## src/common/supply_monitor_pkg.sv

```systemverilog
// Purpose: Shared constants for the supply monitor flag logic
// Assumes: Core clock of 250 MHz; eight-bit special-function register port
// Notes: Trip levels are in millivolts for the comparator selection outputs
package supply_monitor_pkg;
   localparam logic [7:0] CTRL_ADDR = 8'hdf;
   localparam logic [7:0] CTRL_RESET = 8'hde;
   localparam int BIT_DCMP = 7;
   localparam int BIT_ACMP = 6;
   localparam int BIT_FLAG = 5;
   localparam int BIT_DTRIP_HI = 4;
   localparam int BIT_DTRIP_LO = 3;
   localparam int BIT_ATRIP_HI = 2;
   localparam int BIT_ATRIP_LO = 1;
   localparam int BIT_ENABLE = 0;
   localparam logic [12:0] TRIP_MV_SEL0 = 13'd4630;
   localparam logic [12:0] TRIP_MV_SEL1 = 13'd3080;
   localparam logic [12:0] TRIP_MV_SEL2 = 13'd2930;
   localparam logic [12:0] TRIP_MV_SEL3 = 13'd2630;
   localparam longint CLK_HZ = 250000000;
   localparam longint CLEAR_TIME_MS = 250;
   localparam longint CLEAR_CYCLES = (CLEAR_TIME_MS * CLK_HZ) / 1000;
   localparam int GLITCH_CYCLES = 16;
   typedef enum logic [2:0] {
      ST_IDLE = 3'b001,
      ST_LOW = 3'b010,
      ST_WAIT = 3'b100
   } mon_state_t;
endpackage

```

## src/hw/glitch_filter.sv

```systemverilog
// Purpose: Debounce one comparator level after synchronisation
// Assumes: Input already synchronised to CLK
// Notes: Output changes only after LEN stable cycles
`timescale 1ns/1ps
module glitch_filter #(
   parameter int LEN = 16
) (
   input wire logic clk,
   input wire logic rst_n,
   input wire logic din,
   output logic dout
);
   logic [$clog2(LEN+1)-1:0] cnt_r;

   always_ff @(posedge clk or negedge rst_n) begin
      if (!rst_n) begin
         cnt_r <= '0;
         dout <= 1'b1;
      end else if (din == dout) begin
         cnt_r <= '0;
      end else if (cnt_r == ($clog2(LEN+1))'(LEN - 1)) begin
         cnt_r <= '0;
         dout <= din;
      end else begin
         cnt_r <= cnt_r + 1'b1;
      end
   end
endmodule

```

## src/hw/supply_monitor_interrupt.sv

```systemverilog
// Purpose: Control register and low-supply flag logic of the supply monitor
// Assumes: Comparator levels arrive asynchronously; register port on core clock
// Notes: Flag clears itself after the rails return high while enabled and stay high for the clear time
//
// Contract
// - When enabled, both rails are watched against one of four selectable trip levels.
// - The flag raises the core interrupt only while the interrupt enable input is set.
// - Comparator inputs are filtered so short glitches never set the flag.
// - Bits 7 and 6 read the live digital and analog comparator levels, 1 meaning above.
// - The flag in bit 5 is set whenever the monitor is enabled and either comparator level is low.
// - Once both levels return high after a low level seen while enabled and stay so, a 250 ms count runs and then clears the flag.
// - Software writes to the flag take effect, but a clear is ignored while enabled with a level low and a set is lost in the cycle the count expires.
// - Bits 4:3 select the digital trip level 4.63, 3.08, 2.93 or 2.63 V.
// - Bits 2:1 select the analog trip level with the same encoding.
// - The register resets to 0xde and is written only as a whole byte.
// - A low-supply interrupt clears the watchdog enable.
`timescale 1ns/1ps
module supply_monitor_interrupt
   import supply_monitor_pkg::*;
#(
   parameter longint CLEAR_COUNT = CLEAR_CYCLES,
   parameter int FILTER_LEN = GLITCH_CYCLES
) (
   input wire logic CLK,
   input wire logic NRST,
   input wire logic [7:0] SFR_ADDR,
   input wire logic [7:0] SFR_WDATA,
   input wire logic SFR_WR,
   input wire logic SFR_RD,
   output logic [7:0] SFR_RDATA,
   input wire logic DIG_CMP,
   input wire logic ANA_CMP,
   input wire logic INT_ENABLE,
   output logic [12:0] DIG_TRIP_MV,
   output logic [12:0] ANA_TRIP_MV,
   output logic LOW_SUPPLY_IRQ,
   output logic WDOG_ENABLE_CLR
);
   localparam int CW = $clog2(CLEAR_COUNT + 1);

   function automatic logic [12:0] trip_mv(input logic [1:0] sel);
      case (sel)
         2'h0: trip_mv = TRIP_MV_SEL0;
         2'h1: trip_mv = TRIP_MV_SEL1;
         2'h2: trip_mv = TRIP_MV_SEL2;
         default: trip_mv = TRIP_MV_SEL3;
      endcase
   endfunction

   ////////////////////////////////////////////////////////////////////////////
   // Reset release and input synchronisers
   logic [1:0] rst_sync_r;
   logic rst_n;
   logic [1:0] dcmp_sync_r;
   logic [1:0] acmp_sync_r;
   logic dcmp_f;
   logic acmp_f;

   always_ff @(posedge CLK or negedge NRST) begin
      if (!NRST) begin
         rst_sync_r <= 2'h0;
      end else begin
         rst_sync_r <= {rst_sync_r[0], 1'b1};
      end
   end
   assign rst_n = rst_sync_r[1];

   always_ff @(posedge CLK or negedge rst_n) begin
      if (!rst_n) begin
         dcmp_sync_r <= 2'h3;
         acmp_sync_r <= 2'h3;
      end else begin
         dcmp_sync_r <= {dcmp_sync_r[0], DIG_CMP};
         acmp_sync_r <= {acmp_sync_r[0], ANA_CMP};
      end
   end

   glitch_filter #(.LEN(FILTER_LEN)) dfilt (
      .clk(CLK),
      .rst_n(rst_n),
      .din(dcmp_sync_r[1]),
      .dout(dcmp_f)
   );

   glitch_filter #(.LEN(FILTER_LEN)) afilt (
      .clk(CLK),
      .rst_n(rst_n),
      .din(acmp_sync_r[1]),
      .dout(acmp_f)
   );

   ////////////////////////////////////////////////////////////////////////////
   // Control register
   logic [3:0] trip_sel_r;
   logic enable_r;
   logic flag_r;
   logic flag_nxt;
   logic any_low;
   logic ctrl_wr;

   assign ctrl_wr = SFR_WR && (SFR_ADDR == CTRL_ADDR);
   assign any_low = !dcmp_f || !acmp_f;

   always_ff @(posedge CLK or negedge rst_n) begin
      if (!rst_n) begin
         trip_sel_r <= CTRL_RESET[BIT_DTRIP_HI:BIT_ATRIP_LO];
         enable_r <= CTRL_RESET[BIT_ENABLE];
      end else if (ctrl_wr) begin
         trip_sel_r <= SFR_WDATA[BIT_DTRIP_HI:BIT_ATRIP_LO];
         enable_r <= SFR_WDATA[BIT_ENABLE];
      end
   end

   always_ff @(posedge CLK or negedge rst_n) begin
      if (!rst_n) begin
         DIG_TRIP_MV <= TRIP_MV_SEL0;
         ANA_TRIP_MV <= TRIP_MV_SEL0;
      end else begin
         DIG_TRIP_MV <= trip_mv(trip_sel_r[3:2]);
         ANA_TRIP_MV <= trip_mv(trip_sel_r[1:0]);
      end
   end

   ////////////////////////////////////////////////////////////////////////////
   // Clearing timer state machine
   mon_state_t state_r;
   mon_state_t state_nxt;
   logic [CW-1:0] cnt_r;
   logic expire;

   assign expire = (state_r == ST_WAIT) && (cnt_r == CW'(CLEAR_COUNT - 1));

   always_comb begin
      state_nxt = state_r;
      case (state_r)
         ST_IDLE: begin
            if (enable_r && any_low) begin
               state_nxt = ST_LOW;
            end
         end
         ST_LOW: begin
            if (!enable_r) begin
               state_nxt = ST_IDLE;
            end else if (!any_low) begin
               state_nxt = ST_WAIT;
            end
         end
         ST_WAIT: begin
            if (!enable_r) begin
               state_nxt = ST_IDLE;
            end else if (any_low) begin
               state_nxt = ST_LOW;
            end else if (expire) begin
               state_nxt = ST_IDLE;
            end
         end
         default: state_nxt = ST_IDLE;
      endcase
   end

   always_ff @(posedge CLK or negedge rst_n) begin
      if (!rst_n) begin
         state_r <= ST_IDLE;
      end else begin
         state_r <= state_nxt;
      end
   end

   always_ff @(posedge CLK or negedge rst_n) begin
      if (!rst_n) begin
         cnt_r <= '0;
      end else if (state_r == ST_WAIT && state_nxt == ST_WAIT) begin
         cnt_r <= cnt_r + 1'b1;
      end else begin
         cnt_r <= '0;
      end
   end

   ////////////////////////////////////////////////////////////////////////////
   // Low-supply flag: hardware set wins over a software clear
   always_comb begin
      flag_nxt = flag_r;
      if (ctrl_wr) begin
         flag_nxt = SFR_WDATA[BIT_FLAG];
      end
      if (expire && !any_low) begin
         flag_nxt = 1'b0;
      end
      if (enable_r && any_low) begin
         flag_nxt = 1'b1;
      end
   end

   always_ff @(posedge CLK or negedge rst_n) begin
      if (!rst_n) begin
         flag_r <= CTRL_RESET[BIT_FLAG];
      end else begin
         flag_r <= flag_nxt;
      end
   end

   ////////////////////////////////////////////////////////////////////////////
   // Outputs
   logic [7:0] ctrl_view;
   assign ctrl_view = {dcmp_f, acmp_f, flag_r, trip_sel_r, enable_r};

   always_ff @(posedge CLK or negedge rst_n) begin
      if (!rst_n) begin
         SFR_RDATA <= 8'h00;
         LOW_SUPPLY_IRQ <= 1'b0;
         WDOG_ENABLE_CLR <= 1'b0;
      end else begin
         SFR_RDATA <= (SFR_RD && SFR_ADDR == CTRL_ADDR) ? ctrl_view : 8'h00;
         LOW_SUPPLY_IRQ <= flag_nxt && INT_ENABLE;
         WDOG_ENABLE_CLR <= flag_nxt && INT_ENABLE && !LOW_SUPPLY_IRQ;
      end
   end
endmodule

```

## config.mk

```make
export PLATFORM = sky130hd
export DESIGN_NAME = supply_monitor_interrupt
export DESIGN_NICKNAME = d
export VERILOG_FILES = /design/src/common/supply_monitor_pkg.sv /design/src/hw/glitch_filter.sv /design/src/hw/supply_monitor_interrupt.sv
export SDC_FILE = /design/constraint.sdc
export NUM_CORES = 1
export LEC_CHECK = 0
export ABC_AREA = 1
export BUFFER_PORTS_ARGS = -buffer_cell sky130_fd_sc_hd__buf_2
export CELL_PAD_IN_SITES_DETAIL_PLACEMENT = 1
export CELL_PAD_IN_SITES_GLOBAL_PLACEMENT = 1
export CORE_MARGIN = 4
export CORE_UTILIZATION = 47
export DETAILED_ROUTE_END_ITERATION = 7
export MAX_ROUTING_LAYER = met4
export PLACE_DENSITY_LB_ADDON = 0.1
export SLEW_MARGIN = 10
export SYNTH_ARGS = -nofsm -noshare
export SYNTH_HDL_FRONTEND = slang
export SYNTH_SLANG_ARGS = --single-unit
```

## constraint.sdc

```tcl
create_clock -name CLK -period 4.1 [get_ports CLK]
set_clock_uncertainty 0.05 [all_clocks]
set_input_delay 0.82 -clock CLK [delete_from_list [all_inputs] [get_ports CLK]]
set_output_delay 0.82 -clock CLK [all_outputs]
set_load 0.05 [all_outputs]
```

# == After elaboration in Yosys (flattened, before gate mapping) ==
# Cells that the tools add are included.
# Widths: inputs -> output; s select.
# totals
output_inout_bits,36
regBits,89
in_bits,23
wordCells,71
# classes
bitwise,2
reduce_logical,17
mux,18
n_addsub,3
n_eq_ne,14
# ops
cell,n
$pmux 13 s3,2
$add 26x1->26 const B,1
$eq 26x26->1 const B,1
$mux 26,1
$mux 5,4
$mux 3,6
$add 5x1->5 const B,2
$eq 5x4->1 const B,2
$pmux 3 s3,1
$eq 8x8->1 const B,1
$logic_and 1x1->1,8
$mux 8,1
$eq 3x3->1 const B,2
$eq 2x1->1 const B,2
$eq 2x2->1 const B,2
$logic_not 1->1,4
$logic_not 2->1,2
$reduce_and 2->1,2
$eq 3x1->1 const B,1
$eq 3x2->1 const B,1
$mux 1,3
$eq 1x1->1,2
$not 1->1,2
$logic_or 1x1->1,1

# == Longest topological paths before layout ==
# logic_depth
word_depth,9
mapped_depth,11
ltp_nobuf,10

# == By module ==
# From an unflattened synthesis, not the netlist that was laid out.
# unflattened
hier_cells,446
area_unflattened_um2,3834.9
# modules_own_cells
mod,instances,area_per_inst_um2,seq_area_each_um2,cells_each
supply_monitor_interrupt,1,3286.9,1697.9,380
glitch_filter,2,274.0,151.4,33

# == Least setup slack after synthesis ==
# Ideal clock, no wire load.
# synth_timing
kind,reg2out
from,reg ANA_TRIP_MV[9]
to,out ANA_TRIP_MV[9]
arrival_ps,917
slack_ps,2313
path_stages_with_launch,2
t_required_ps,3230
n_path_buf,1
path_cell_list,dfstp_2 buf_4
# synth_lines
element,line_no,rtl
"start, declared",supply_monitor_interrupt.sv:35,"output logic [12:0] ANA_TRIP_MV,"
"start signal, assigned",supply_monitor_interrupt.sv:120,ANA_TRIP_MV <= trip_mv(trip_sel_r[1:0]);
# No word-level cell between the ends.

# == Final worst setup path ==
# layout_timing
from,reg cnt_r[0]
to,reg cnt_r[2]
# layout_via
elab_chain_len,9
elab_cells_between_ends,10
classes_between,add/sub (1); eq/ne (2); mux (5); reduce/logical (2)
# layout_rtl
element,line_no,rtl
"start, declared",supply_monitor_interrupt.sv:128,logic [CW-1:0] cnt_r;
"start signal, assigned",supply_monitor_interrupt.sv:173,cnt_r <= cnt_r + 1'b1;
$eq 26x26->1,supply_monitor_interrupt.sv:131,assign expire = (state_r == ST_WAIT) && (cnt_r == CW'(CLEAR_COUNT - 1));
$logic_and 1x1->1,supply_monitor_interrupt.sv:131,
$mux 3,supply_monitor_interrupt.sv:153,end else if (expire) begin
$mux 3,supply_monitor_interrupt.sv:151,end else if (any_low) begin
$mux 3,supply_monitor_interrupt.sv:149,if (!enable_r) begin
$pmux 3 s3,supply_monitor_interrupt.sv:135,case (state_r)
$eq 3x3->1,supply_monitor_interrupt.sv:172,end else if (state_r == ST_WAIT && state_nxt == ST_WAIT) begin
$logic_and 1x1->1,supply_monitor_interrupt.sv:172,
$mux 26 *,supply_monitor_interrupt.sv:172,
# Mark *: on every way between the ends. The rest lies on a longest branch, timed or not.
# A chain may end at the register's enable or synchronous reset.

==> results.toml <==
[drt]
ant_nets = 0
drtIter0Drc = 69
drc = 0
viasPerCell = 4.93
first_pass_iters = 4
wl_microns = 8310
vias = 2800
wl_per_cell_microns = 14.6

[critical_path]
start_kind = "flop"
cp_max_fo = 24
r2r-start = "cnt_r[0]"
crit_path_start = "cnt_r[0]"
cp.arrival_ns = 2.23
cpLargestDelayFamily = "simple AND/OR/NAND/NOR gates"
critical-path-max-stage-delay_ns = 0.44
crit_path_cell_trace = "ha_1 > inv_1 > nor2_4 > nand3_2 > nor2_1 > nand3_2 > nand4_2 > nor2_2 > inv_4 > nor2_1"
slowest_stage = "dfrtp_1"
cp.required_ns = 4.28
crit_type = "flop to flop"
endpoint_kind = "flop"
crit_buf_inv = 2

[synthesis]
synth-edff-count = 0
synth_fa_ha_area_share_pct = 4.90
avgSynthCellArea_sq_um = 9.37
async_flop_share_pct = 100
yosysWarningCount = 0
syn_inst = 409
synth_top_family_by_area = "simple AND/OR/NAND/NOR gates"
synth_flop_cell = "dfrtp_1"
yosysSeqAreaShare_pct = 52.2
yosys-top-cells-area = "dfrtp_1, dfstp_2, nand2_1"
synth_compound_area_share_pct = 2.38
synthMuxAreaShare_pct = 0
synth_area_sq_um = 3830
synth-xor-area-share_pct = 5.71
yosys.area_share.simple_pct = 25.9
synth.distinct_cells = 31
yosys.area.top_type = "dfrtp_1"
ys_seq_elements = 79
synth_top_area_share_pct = 39.2

[sta]
fin_crit_ns = 2.05
slew_viol_final = 0
hold_viol_final = 0
setup_viol = 0
finalCritPeriodShare_pct = 50.0
rsz0062_at_grt = "false"
setup_slack_ns = 2.05
worst_slew_pin_slew_ns = 0.982
tns_ns = 0
slew-limit-headroom_pct = 34.5
hold-worst-slack_ns = 0.197
fmax_ghz = 0.487

[placed_design]
dp_slack_ns = 1.68
dp_hpwl_microns = 6120
place.port_buffers = 52
gp_congestion = 0.911
dp.cells = 552

[cts]
cts_root_buffer = "clkbuf_8"
clockBufferDepth = 2
clk_latency_ns = 0.35
tritoncts = "done"
cts.sinks = 79
ctsResizeCount = 0
h-tree-depth = 3
post-cts-setup-buffers = 0
cts.clk_slew.worst_paths_ns = 0.08
cts_made_buffers = 9
hold_buffers = 0

[die]
initial_utilization_pct = 48.8
pin_count = 59
die_x_microns = 98.3
die_area_sq_um = 9660
die_h_microns = 98.3
row_count = 32
core_sq_um = 7850

[global_route]
grt_use_total_pct = 19.4
grt_pass1_vias = 3096
grt_pass1_wl_microns = 14600
antenna_found_initial = 0
grt_remaining_overflow = 0
grt_max_degree = 78

[cells_and_area]
fin_cells = 568
fin_nets = 499
final_layout_size_suffix_gt1_share_pct = 27.5
antenna_cells = 0
area_growth_pct = 12.4
fill_cells = 944

[min_path]
hp-class = "primary input to asynchronous set/reset pin"

[flow_run]
cap_violations = 0

[status]
status = "finished clean"

[power_and_ir_drop]
power.density_nw_per_um2 = 380
power.leakage_nw = 1.94
vdd.ir_drop.worst_mv = 0.192
p_total_mw = 1.64
[worst register-to-register path, delay by kind of cell (launching register included)]
| family | cells | cell delay [ns] |
|---|---|---|
| fa+ha+maj | 1 | 0.28 |
| buf+inv | 2 | 0.41 |
| flops | 1 | 0.44 |
| simple gates | 7 | 0.75 |
[metal layers]
layer | GRT usage [%] | up-vias | share of wire, %
li1 | - | 1361 | -
met1 | 23.5 | 1384 | 43
met2 | 32.3 | 46 | 52
met3 | 4.07 | 9 | 3.3
met4 | 6.30 | 0 | 1.3
met5 | - | - | 0
[worst paths after layout]
check / endpoint / slack [ns] / cells past startpoint
max reg2reg: cnt_r[2] / 2.05 / 10
min in group CLK: acmp_sync_r[1] / 0.31 / 0
max in group asynchronous: cnt_r[0] / 2.92 / 0
min reg2reg: acmp_sync_r[1] / 0.31 / 0
max: cnt_r[2] / 2.05 / 10
min: rst_sync_r[1] / 0.20 / 1
[cells by family after synthesis]
| logic type | Yosys count |
|---|---|
| and+or+nand+nor | 201 |
| DFF | 79 |
| buffers and inverters | 69 |
| xor gates and xnor gates | 25 |
| AOI/OAI and AO/OA | 18 |
| adders and majority gates | 15 |
| other | 2 |
[placed cells by master, fill, tap and decap left out, types with 2 or more instances in the layout]
master,synthesis,layout
a21oi_1,4,4
and3_1,2,2
buf_2,0,52
clkbuf_8,0,10
clkinv_2,0,2
conb_1,2,5
dfrtp_1,60,59
dfstp_2,19,19
ha_1,15,15
inv_1,53,53
nand2_1,59,59
nand2_2,3,3
nand3_1,16,16
nand3_2,4,4
nand3b_1,3,3
nand4_1,10,10
nor2_1,57,57
nor2_2,20,20
nor2_4,3,3
nor3_1,13,13
nor3_2,5,5
o21ai_0,13,13
or2_2,3,3
xnor2_1,5,5
xor2_1,20,20
[cell type report]
cell class	count	area [sq um]	area share (%)
clock inverter	5	56.3	1.31
clock buffer	11	141	3.28
sequential	79	2000	46.5
tap	102	128	2.96
multi-input combinational	264	1510	35.0
timing repair buffer	52	260	6.04
inverter	55	209	4.85
[Yosys cell counts, types with 2 or more instances]
cell	count
nor3_2	5
nand2_2	3
nor2_1	57
xor2_1	20
a21oi_1	4
conb_1	2
xnor2_1	5
dfstp_2	19
nor2_2	20
and3_1	2
o21ai_0	13
nand2_1	59
nor2_4	3
nand3_1	16
nand3b_1	3
or2_2	3
dfrtp_1	60
nand4_1	10
nor3_1	13
nand3_2	4
buf_4	11
inv_1	53
buf_12	2
ha_1	15
[state kept, by name, indices dropped and copies added (netlist names), 2 cells and up]
name         flops
afilt.cnt_r      5
rst_sync_r       2
SFR_RDATA        8
ANA_TRIP_MV      8
dcmp_sync_r      2
cnt_r           26
trip_sel_r       4
state_r          3
DIG_TRIP_MV      8
acmp_sync_r      2
dfilt.cnt_r      5
[report_power, final]
group	switching [mW]	leakage [nW]	internal, mW
logic	0.134	0.850	0.0516
registers	0.0365	0.991	0.827
clock network	0.288	0.0997	0.299
total	0.459	1.94	1.18
[through the flow]
stage	util (%)	area [sq um]
after global routing	54.9	4310
after detailed placement	52.4	4110
final	54.9	4310
after floorplan	-	3840
after CTS	54.9	4310
after global placement	52.4	4110
No activity file was read; power rests on OpenSTA's default activity.
